--- src/hdl/rid_pkg.sv ---
// constants, field layouts and carrier types of the instruction decoder
package rid_pkg;
	localparam int INSN_W   = 32;
	localparam int IMM_W    = 16;
	localparam int TGT_W    = 26;
	localparam int REG_W    = 5;
	localparam int OP_LO    = 26;
	localparam int RS_LO    = 21;
	localparam int RT_LO    = 16;
	localparam int RD_LO    = 11;
	localparam int SA_LO    = 6;
	localparam int FN_W     = 6;
	localparam int SHAMT_W  = 6;
	localparam int BE_W     = 8;
	localparam int AOFS_W   = 3;
	localparam logic [REG_W-1:0] LINK_REG = 5'h1f;
	localparam logic [REG_W-1:0] ZERO_REG = 5'h00;

	// primary opcodes
	localparam logic [5:0] OP_SPECIAL = 6'h00;
	localparam logic [5:0] OP_REGIMM  = 6'h01;
	localparam logic [5:0] OP_J       = 6'h02;
	localparam logic [5:0] OP_JAL     = 6'h03;
	localparam logic [5:0] OP_BR_LO   = 6'h04;
	localparam logic [5:0] OP_BR_HI   = 6'h07;
	localparam logic [5:0] OP_AI_LO   = 6'h08;
	localparam logic [5:0] OP_ANDI    = 6'h0c;
	localparam logic [5:0] OP_XORI    = 6'h0e;
	localparam logic [5:0] OP_LUI     = 6'h0f;
	localparam logic [5:0] OP_COP_LO  = 6'h10;
	localparam logic [5:0] OP_COP_HI  = 6'h12;
	localparam logic [5:0] OP_BRL_LO  = 6'h14;
	localparam logic [5:0] OP_BRL_HI  = 6'h17;
	localparam logic [5:0] OP_DADDI   = 6'h18;
	localparam logic [5:0] OP_DADDIU  = 6'h19;
	localparam logic [5:0] OP_LDL     = 6'h1a;
	localparam logic [5:0] OP_LDR     = 6'h1b;
	localparam logic [5:0] OP_LB      = 6'h20;
	localparam logic [5:0] OP_LH      = 6'h21;
	localparam logic [5:0] OP_LWL     = 6'h22;
	localparam logic [5:0] OP_LW      = 6'h23;
	localparam logic [5:0] OP_LBU     = 6'h24;
	localparam logic [5:0] OP_LHU     = 6'h25;
	localparam logic [5:0] OP_LWR     = 6'h26;
	localparam logic [5:0] OP_LWU     = 6'h27;
	localparam logic [5:0] OP_SB      = 6'h28;
	localparam logic [5:0] OP_SH      = 6'h29;
	localparam logic [5:0] OP_SWL     = 6'h2a;
	localparam logic [5:0] OP_SW      = 6'h2b;
	localparam logic [5:0] OP_SDL     = 6'h2c;
	localparam logic [5:0] OP_SDR     = 6'h2d;
	localparam logic [5:0] OP_SWR     = 6'h2e;
	localparam logic [5:0] OP_LL      = 6'h30;
	localparam logic [5:0] OP_LLD     = 6'h34;
	localparam logic [5:0] OP_LD      = 6'h37;
	localparam logic [5:0] OP_SC      = 6'h38;
	localparam logic [5:0] OP_SCD     = 6'h3c;
	localparam logic [5:0] OP_SD      = 6'h3f;

	// register-format function codes
	localparam logic [5:0] FN_SLL     = 6'h00;
	localparam logic [5:0] FN_SRL     = 6'h02;
	localparam logic [5:0] FN_SRAV    = 6'h07;
	localparam logic [5:0] FN_JR      = 6'h08;
	localparam logic [5:0] FN_JALR    = 6'h09;
	localparam logic [5:0] FN_SYNC    = 6'h0f;
	localparam logic [5:0] FN_HL_LO   = 6'h10;
	localparam logic [5:0] FN_HL_HI   = 6'h13;
	localparam logic [5:0] FN_DSLLV   = 6'h14;
	localparam logic [5:0] FN_DSRLV   = 6'h16;
	localparam logic [5:0] FN_DSRAV   = 6'h17;
	localparam logic [5:0] FN_MD_LO   = 6'h18;
	localparam logic [5:0] FN_MD_HI   = 6'h1f;
	localparam logic [5:0] FN_ALU_LO  = 6'h20;
	localparam logic [5:0] FN_ALU_MID = 6'h27;
	localparam logic [5:0] FN_SLT     = 6'h2a;
	localparam logic [5:0] FN_ALU_HI  = 6'h2f;
	localparam logic [5:0] FN_DSLL    = 6'h38;
	localparam logic [5:0] FN_DSRA    = 6'h3b;
	localparam logic [5:0] FN_DSLL32  = 6'h3c;
	localparam logic [5:0] FN_DSRA32  = 6'h3f;
	localparam logic [5:0] FN_VAR_BIT = 6'h04;
	localparam logic [5:0] FN_P32_BIT = 6'h04;
	localparam logic [SHAMT_W-1:0] SHIFT_PLUS32 = 6'h20;

	// branch selector in the rt field of REGIMM words
	localparam int RI_LIKELY_BIT = 1;
	localparam int RI_LINK_BIT   = 4;
	localparam logic [4:0] RI_VALID_MASK = 5'h0c;

	typedef enum logic [1:0] {FMT_I, FMT_J, FMT_R} rid_fmt_type;
	typedef enum logic [3:0] {CL_NONE, CL_ALU_IMM, CL_ALU_REG, CL_SHIFT, CL_MULDIV,
		CL_LDST, CL_BRANCH, CL_JUMP, CL_OTHER} rid_cls_type;
	typedef enum logic [2:0] {SZ_B, SZ_H, SZ_W, SZ_D, SZ_WL, SZ_WR, SZ_DL, SZ_DR} rid_size_type;

	typedef struct packed {
		logic              valid;
		logic [INSN_W-1:0] word;
	} rid_fetch_type;

	typedef struct packed {
		logic valid;
		logic taken;
	} rid_resolve_type;

	typedef struct packed {
		logic               valid;
		rid_fmt_type        fmt;
		rid_cls_type        cls;
		logic [REG_W-1:0]   src_a;
		logic [REG_W-1:0]   src_b;
		logic               use_b;
		logic [REG_W-1:0]   dst;
		logic               wr_en;
		logic               b_is_imm;
		logic [SHAMT_W-1:0] shamt;
		logic [5:0]         op;
		logic [5:0]         fn;
		logic [TGT_W-1:0]   target;
		logic               is_load;
		logic               is_store;
		rid_size_type       size;
		logic [BE_W-1:0]    byte_en;
		logic               addr_err;
		logic               branch;
		logic               likely;
		logic               delay_slot;
		logic               nullify;
		logic               reserved;
	} rid_dec_type;
endpackage

--- src/hdl/rid_decoder.sv ---
// instruction decode stage: format, class, operands, address and delay slot
`timescale 1ns/1ps
module rid_decoder #(
	parameter int DATA_W = 64
) (
	input  wire logic                 ref_clk,
	input  wire logic                 rst_b,
	input  wire rid_pkg::rid_fetch_type   fetch,
	input  wire logic [DATA_W-1:0]    base_val,
	input  wire rid_pkg::rid_resolve_type resolve,
	output logic [DATA_W-1:0]         imm_val,
	output logic [DATA_W-1:0]         eff_addr,
	output rid_pkg::rid_dec_type      dec
);
	import rid_pkg::*;

	// only the two datapath widths of the architecture levels are served
	if (DATA_W != 64 && DATA_W != 32) begin : g_width_check
		$error("rid_decoder: DATA_W must be 32 or 64");
	end

	typedef struct packed {
		rid_dec_type       dec;
		logic [DATA_W-1:0] imm;
		logic [DATA_W-1:0] ea;
		logic              slot_pend;
		logic              likely_pend;
		logic              res_seen;
		logic              res_taken;
	} rid_state_type;

	rid_state_type st_r;
	rid_state_type st_nxt;

	////////////////////////////////////////////////////////////////////////
	// size of a load/store opcode; top bit says the opcode is one
	function automatic logic [3:0] ldst_size(input logic [5:0] op);
		case (op)
			OP_LB, OP_LBU, OP_SB:                      ldst_size = {1'b1, SZ_B};
			OP_LH, OP_LHU, OP_SH:                      ldst_size = {1'b1, SZ_H};
			OP_LW, OP_LWU, OP_SW, OP_LL, OP_SC:        ldst_size = {1'b1, SZ_W};
			OP_LD, OP_SD, OP_LLD, OP_SCD:              ldst_size = {1'b1, SZ_D};
			OP_LWL, OP_SWL:                            ldst_size = {1'b1, SZ_WL};
			OP_LWR, OP_SWR:                            ldst_size = {1'b1, SZ_WR};
			OP_LDL, OP_SDL:                            ldst_size = {1'b1, SZ_DL};
			OP_LDR, OP_SDR:                            ldst_size = {1'b1, SZ_DR};
			default:                                   ldst_size = {1'b0, SZ_B};
		endcase
	endfunction

	// bytes touched within the doubleword, little-endian lane order
	function automatic logic [BE_W:0] lanes(input rid_size_type sz, input logic [AOFS_W-1:0] a);
		logic [BE_W-1:0] m;
		logic            bad;
		m   = '0;
		bad = 1'b0;
		case (sz)
			SZ_B:  m = 8'h01 << a;
			SZ_H:  begin m = 8'h03 << a; bad = a[0]; end
			SZ_W:  begin m = 8'h0f << a; bad = |a[1:0]; end
			SZ_D:  begin m = 8'hff; bad = |a; end
			SZ_WL: m = (8'h0f << {1'b0, a[1:0]}) & 8'h0f;
			SZ_WR: m = 8'h0f >> {1'b0, a[1:0]};
			SZ_DL: m = 8'hff << a;
			SZ_DR: m = 8'hff >> a;
			default: bad = 1'b1;
		endcase
		if (sz == SZ_WL || sz == SZ_WR)
			m = a[2] ? {m[3:0], 4'h0} : m;
		lanes = {bad, bad ? 8'h00 : m};
	endfunction

	////////////////////////////////////////////////////////////////////////
	always_comb begin
		logic [INSN_W-1:0]  w;
		logic [5:0]         op;
		logic [5:0]         fn;
		logic [4:0]         rt;
		logic [IMM_W-1:0]   imm16;
		logic [DATA_W-1:0]  sext;
		logic [3:0]         lsz;
		logic [BE_W:0]      ln;
		logic               taken;
		rid_dec_type        d;
		w     = fetch.word;
		op    = w[INSN_W-1:OP_LO];
		fn    = w[FN_W-1:0];
		rt    = w[RT_LO +: REG_W];
		imm16 = w[IMM_W-1:0];
		sext  = {{(DATA_W-IMM_W){imm16[IMM_W-1]}}, imm16};
		lsz   = ldst_size(op);
		ln    = lanes(rid_size_type'(lsz[2:0]), AOFS_W'(base_val + sext));
		st_nxt = st_r;
		d = '0;
		d.valid    = fetch.valid;
		d.op       = op;
		d.fn       = fn;
		d.src_a    = w[RS_LO +: REG_W];
		d.src_b    = rt;
		d.target   = w[TGT_W-1:0];
		d.fmt      = FMT_I;
		d.cls      = CL_NONE;
		d.dst      = rt;
		d.b_is_imm = 1'b1;
		d.size     = SZ_B;
		// all three levels share one table, no mode gating
		if (op == OP_SPECIAL) begin
			d.fmt      = FMT_R;
			d.b_is_imm = 1'b0;
			d.use_b    = 1'b1;
			d.dst      = w[RD_LO +: REG_W];
			d.wr_en    = 1'b1;
			if (fn inside {[FN_SLL:FN_SRAV], [FN_DSLLV:FN_DSRAV], [FN_DSLL:FN_DSRA32]}
					&& fn != 6'(FN_SLL + 1) && fn != 6'(FN_SRAV - 2) && fn != 6'(FN_DSLLV + 1)
					&& fn != 6'(FN_DSLL + 1) && fn != 6'(FN_DSLL32 + 1)) begin
				d.cls = CL_SHIFT;
				if ((fn & FN_VAR_BIT) == '0 || fn >= FN_DSLL) begin
					d.use_b = 1'b1;
					d.src_a = ZERO_REG;
					d.shamt = {1'b0, w[SA_LO +: REG_W]};
					if (fn >= FN_DSLL32)
						d.shamt = d.shamt + SHIFT_PLUS32;
				end
			end else if (fn inside {[FN_MD_LO:FN_MD_HI], [FN_HL_LO:FN_HL_HI]}) begin
				d.cls   = CL_MULDIV;
				d.wr_en = fn == FN_HL_LO || fn == 6'(FN_HL_LO + 2);
				d.use_b = fn >= FN_MD_LO;
			end else if (fn inside {[FN_ALU_LO:FN_ALU_MID], [FN_SLT:FN_ALU_HI]}) begin
				d.cls = CL_ALU_REG;
			end else if (fn == FN_JR || fn == FN_JALR) begin
				d.cls    = CL_JUMP;
				d.branch = 1'b1;
				d.use_b  = 1'b0;
				d.wr_en  = fn == FN_JALR;
			end else if (fn == FN_SYNC) begin
				d.cls   = CL_OTHER;
				d.use_b = 1'b0;
				d.wr_en = 1'b0;
			end else begin
				d.reserved = 1'b1;
			end
		end else if (op == OP_J || op == OP_JAL) begin
			d.fmt    = FMT_J;
			d.cls    = CL_JUMP;
			d.branch = 1'b1;
			d.wr_en  = op == OP_JAL;
			d.dst    = LINK_REG;
		end else if (op == OP_REGIMM) begin
			d.cls    = CL_BRANCH;
			d.branch = 1'b1;
			d.likely = rt[RI_LIKELY_BIT];
			d.wr_en  = rt[RI_LINK_BIT];
			d.dst    = LINK_REG;
			d.reserved = |(rt & RI_VALID_MASK);
		end else if (op inside {[OP_BR_LO:OP_BR_HI], [OP_BRL_LO:OP_BRL_HI]}) begin
			d.cls      = CL_BRANCH;
			d.branch   = 1'b1;
			d.likely   = op >= OP_BRL_LO;
			d.use_b    = 1'b1;
			d.b_is_imm = 1'b0;
		end else if (op inside {[OP_AI_LO:OP_LUI], OP_DADDI, OP_DADDIU}) begin
			d.cls   = CL_ALU_IMM;
			d.wr_en = 1'b1;
		end else if (lsz[3]) begin
			d.cls      = CL_LDST;
			d.size     = rid_size_type'(lsz[2:0]);
			d.is_store = op[3];
			d.is_load  = !op[3] || op == OP_SC || op == OP_SCD;
			d.wr_en    = d.is_load;
			d.use_b    = d.is_store;
			d.byte_en  = ln[BE_W-1:0];
			d.addr_err = ln[BE_W];
		end else if (op inside {[OP_COP_LO:OP_COP_HI]}) begin
			d.cls = CL_OTHER;
		end else begin
			d.reserved = 1'b1;
		end
		// a reserved word must not redirect the pipeline either
		if (d.reserved) begin
			d.cls    = CL_NONE;
			d.wr_en  = 1'b0;
			d.branch = 1'b0;
			d.likely = 1'b0;
		end
		if (d.wr_en && d.dst == ZERO_REG)
			d.wr_en = 1'b0;
		// remember the likely branch's outcome if it arrives before the slot word
		if (resolve.valid) begin
			st_nxt.res_seen  = 1'b1;
			st_nxt.res_taken = resolve.taken;
		end
		taken = resolve.valid ? resolve.taken : st_r.res_seen && st_r.res_taken;
		if (fetch.valid) begin
			d.delay_slot = st_r.slot_pend;
			d.nullify    = st_r.slot_pend && st_r.likely_pend && !taken;
			// a branch sitting in a delay slot does not open a new slot
			st_nxt.slot_pend   = d.branch && !st_r.slot_pend && !d.reserved;
			st_nxt.likely_pend = d.likely && !st_r.slot_pend;
			st_nxt.res_seen    = 1'b0;
			st_nxt.res_taken   = 1'b0;
		end
		if (op == OP_LUI)
			st_nxt.imm = {{(DATA_W-2*IMM_W){imm16[IMM_W-1]}}, imm16, {IMM_W{1'b0}}};
		else if (op inside {[OP_ANDI:OP_XORI]})
			st_nxt.imm = {{(DATA_W-IMM_W){1'b0}}, imm16};
		else
			st_nxt.imm = sext;
		st_nxt.ea  = base_val + sext;
		st_nxt.dec = d;
	end

	always_ff @(posedge ref_clk or negedge rst_b) begin
		if (!rst_b)
			st_r <= '0;
		else
			st_r <= st_nxt;
	end

	assign dec      = st_r.dec;
	assign imm_val  = st_r.imm;
	assign eff_addr = st_r.ea;
endmodule

--- config.mk ---
export PLATFORM = sky130hd
export DESIGN_NAME = rid_decoder
export DESIGN_NICKNAME = d
export VERILOG_FILES = /design/src/hdl/rid_pkg.sv /design/src/hdl/rid_decoder.sv
export SDC_FILE = /design/constraint.sdc
export NUM_CORES = 1
export LEC_CHECK = 0
export ABC_AREA = 1
export BUFFER_PORTS_ARGS = -buffer_cell sky130_fd_sc_hd__buf_2
export CORE_AREA = 4 4 171 173
export DETAILED_ROUTE_END_ITERATION = 8
export DIE_AREA = 0 0 175 177
export PLACE_DENSITY = 0.69
export SETUP_SLACK_MARGIN = 0.1
export SYNTH_ARGS = -nofsm -noshare
export SYNTH_HDL_FRONTEND = slang
export SYNTH_SLANG_ARGS = --single-unit
--- constraint.sdc ---
create_clock -name ref_clk -period 1.2 [get_ports ref_clk]
set_input_delay 0.24 -clock ref_clk [delete_from_list [all_inputs] [get_ports ref_clk]]
set_output_delay 0.24 -clock ref_clk [all_outputs]
set_load 0.02 [all_outputs]
==> insert_results.sql <==
INSERT INTO impl_metrics (metric_group, metric, value, unit) VALUES
('routing', 'drt-wirelength-per-cell', '22.8', 'um'),
('synthesis', 'share_of_synthesized_area_occupied_by_flip_flops_and_latches', '36.7', '%'),
('sta', 'max_slew.worst_pin.slew', '443', 'ps'),
('global_route', 'grt_overflow', '0', ''),
('floorplanning', 'die_span_in_x', '175', 'um'),
('synthesis', 'synthesis.nets', '1717', ''),
('power', 'portion_of_total_power_attributed_to_the_clock_network', '24.9', '%'),
('power', 'p_sw', '0.00953', 'W'),
('status', 'violations', 'setup timing', ''),
('power', 'worst_ir_drop_vdd', '0.721', 'mV'),
('clock_tree', 'worst_setup_hold_path_clk_slew', '80', 'ps'),
('setup_path', 'worst_setup_path_startpoint', 'fetch[15]', ''),
('placement', 'placement.io_buffers', '316', ''),
('routing', 'drt_total_wl', '57.9', 'mm'),
('floorplanning', 'initial_core_util', '43.7', '%'),
('floorplanning', 'ioPinCount', '317', ''),
('clock_tree', 'clock_insertion_delay_worst_skew', '450', 'ps'),
('status', 'run_status', 'finished with violations', ''),
('setup_path', 'cp_slowest_stage_delay', '270', 'ps'),
('synthesis', 'syn_area', '12100', 'sq um'),
('hold_path', 'min_from', 'fetch[3]', ''),
('setup_path', 'cell_by_cell_listing_of_the_critical_path', 'buf_16, buf_12, buf_4, ha_4, a21oi_4, o21ai_2, a21oi_2, o21ai_1, buf_4, nand2_2, nand3_4, a21oi_4, xnor2_1', ''),
('finish', 'synthToLayoutAreaGrowth', '87.2', '%'),
('synthesis', 'yosys_register_bits', '177', ''),
('sta', 'report.final.hold_viol_count', '0', ''),
('synthesis', 'synth_cells', '1548', ''),
('setup_path', 'worst_path_max_delay_cell', 'sky130_fd_sc_hd__ha_4', ''),
('sta', 'fin_worst_skew', '1.84', 'ps'),
('clock_tree', 'cts_buffers', '17', ''),
('global_route', 'largest_net_degree_at_the_start_of_global_routing', '54', ''),
('routing', 'ant_nets', '0', ''),
('setup_path', 'r2r_setup_slack', '340', 'ps'),
('sta', 'drv_slew', '0', ''),
('routing', 'drt_pre_antenna_iters', '6', ''),
('routing', 'via_count', '13941', ''),
('power', 'cell_internal_pwr', '0.0148', 'W'),
('setup_path', 'startpoint_type', 'input port', ''),
('setup_path', 'cp_data_arrival_time', '2290', 'ps'),
('sta', 'max_slew_margin', '70.4', '%'),
('setup_path', 'cp_max_fo', '6', ''),
('finish', 'most_common_cell_after_layout_fill_and_taps_aside', 'sky130_fd_sc_hd__buf_4', ''),
('floorplanning', 'design.die.area', '31000', 'sq um'),
('global_route', 'wire_length_of_the_first_global_routing_pass', '71.7', 'mm'),
('sta', 'timing.final.setup_violations', '280', ''),
('sta', 'setup-tns-final', '-56530', 'ps'),
('sta', 'rsz0062_at_grt', 'yes', ''),
('synthesis', 'synthDominantCellAreaShare', '36.7', '%'),
('power', 'power_leakage', '10.5', 'nW'),
('setup_path', 'critPathKind', 'input port to flop', ''),
('clock_tree', 'maximum_root_to_sink_buffer_count', '2', ''),
('placement', 'dpl.cell_count', '2372', ''),
('sta', 'fin_crit_sh', '160', '%'),
('sta', 'fin_crit', '1920', 'ps'),
('synthesis', 'synth.yosys.warnings', '0', ''),
('sta', 'clock.fmax', '520', 'MHz'),
('routing', 'drcViolationCount', '0', ''),
('sta', 'timing.hold.ws', '57.3', 'ps'),
('sta', 'final_critical_path_setup_slack', '-723', 'ps'),
('global_route', 'track_usage', '29.4', '%'),
('power', 'power_frac_seq', '29.2', '%'),
('floorplanning', 'std_cell_rows', '61', ''),
('setup_path', 'required_time_reported_for_the_critical_path_endpoint', '1560', 'ps'),
('placement', 'place_congestion', '0.987', ''),
('routing', 'initialDrtViolationCount', '1296', ''),
('clock_tree', 'cts_tree', 'built', ''),
('hold_path', 'hp-class', 'input port to flop', ''),
('clock_tree', 'cts_htree_levels', '4', ''),
('power', 'p_sw_share', '39.2', '%'),
('synthesis', 'yosysUniqueCellTypes', '51', ''),
('global_route', 'number_of_antenna_violations_at_the_first_check_in_global_routing', '4', ''),
('finish', 'postLayoutCellArea', '22600', 'sq um');
[synthesized netlist by cell type (all sizes together)]
| library cell | instances |
|---|---|
| a21o | 7 |
| nor4 | 7 |
| clkinv | 1 |
| nand2 | 275 |
| clkbuf | 4 |
| fa | 1 |
| nor3 | 21 |
| o311ai | 2 |
| xnor2 | 10 |
| a211o | 1 |
| a32oi | 1 |
| o32ai | 1 |
| o211ai | 9 |
| nand3b | 1 |
| xor2 | 37 |
| buf | 218 |
| o21ai | 90 |
| o2111ai | 1 |
| a221oi | 2 |
| a31oi | 15 |
| o21a | 4 |
| inv | 191 |
| nand4 | 13 |
| o22ai | 7 |
| and3 | 2 |
| a211oi | 2 |
| a21oi | 94 |
| nor2 | 193 |
| ha | 67 |
| o21bai | 13 |
| a21boi | 4 |
| nand3 | 77 |
| dfrtp | 177 |
[critical path, delay by kind of cell]
kind,cells,cell delay (ps)
AO/OA/AOI/OAI,5,860
AND/OR/NAND/NOR,2,190
adder cells (fa/ha/maj),1,270
XOR/XNOR,1,130
buffers and inverters,4,580
[per-stage QoR]
stage	total power (W)	util, %	setup WS [ps]
after global routing	0.0251	81.9	-783
after floorplan	0.0118	-	-683
after CTS	0.0219	72.7	-551
after global placement	0.0143	59.2	-1320
after detailed placement	0.0143	59.2	-1310
final	0.0243	81.9	-723
[logic make-up after synthesis]
logic type               count (synthesis)  synth area share, %
flip-flops                             177                 36.7
XOR/XNOR                                47                 3.41
AND/OR/NAND/NOR                        589                 20.9
buffers and inverters                  414                 19.8
adder cells (fa/ha/maj)                 68                 7.10
AO/OA/AOI/OAI                          253                 12.2
[path summary, 6_finish.rpt]
path,cells after the start,endpoint
setup reg to reg,3,st_r[2]
max in group asynchronous,3,dec[41]
hold / removal,2,dec[22]
min in group asynchronous,2,dec[8]
hold reg to reg,1,dec[1]
setup / recovery,13,eff_addr[51]
[power groups by stage]
stage	combinational [W]	clock, W	sequential (W)
after floorplan	0.00486	0	0.00690
after global placement	0.00728	0	0.00698
after detailed placement	0.00733	0	0.00699
after CTS	0.00905	0.00601	0.00688
after global routing	0.0116	0.00635	0.00715
final	0.0112	0.00607	0.00710
[per-layer routing]
metal | track usage [%] | vias up | wire length [um]
met5 | 0 | - | 0
met4 | 11.7 | 0 | 4280
met3 | 5.64 | 319 | 4160
met2 | 51.9 | 905 | 28500
met1 | 35.5 | 6712 | 20900
li1 | - | 6005 | -
[what timing repair did]
item	in CTS	in global routing
endpoints found under the setup margin	345	346
endpoints found under the hold margin	42	0
gates resized for setup	619	629
hold buffers	16	0
setup buffers	72	47
pin swaps	170	136
cloned	5	4
[state kept, by name, summed over array words and instances, names as in the netlist]
signal / flops
eff_addr: 64
st_r: 4
imm_val: 32
dec: 77
[final cells by class]
class | instances | area, sq um
Antenna cell | 4 | 10.0
Clock buffer | 17 | 425
Clock inverter | 15 | 204
Fill cell | 1412 | 5000
Inverter | 192 | 781
Multi-Input combinational cell | 958 | 8850
Sequential cell | 177 | 4430
Tap cell | 378 | 473
Timing Repair Buffer | 795 | 7450
Note: power is estimated with default switching activity, not from simulation.
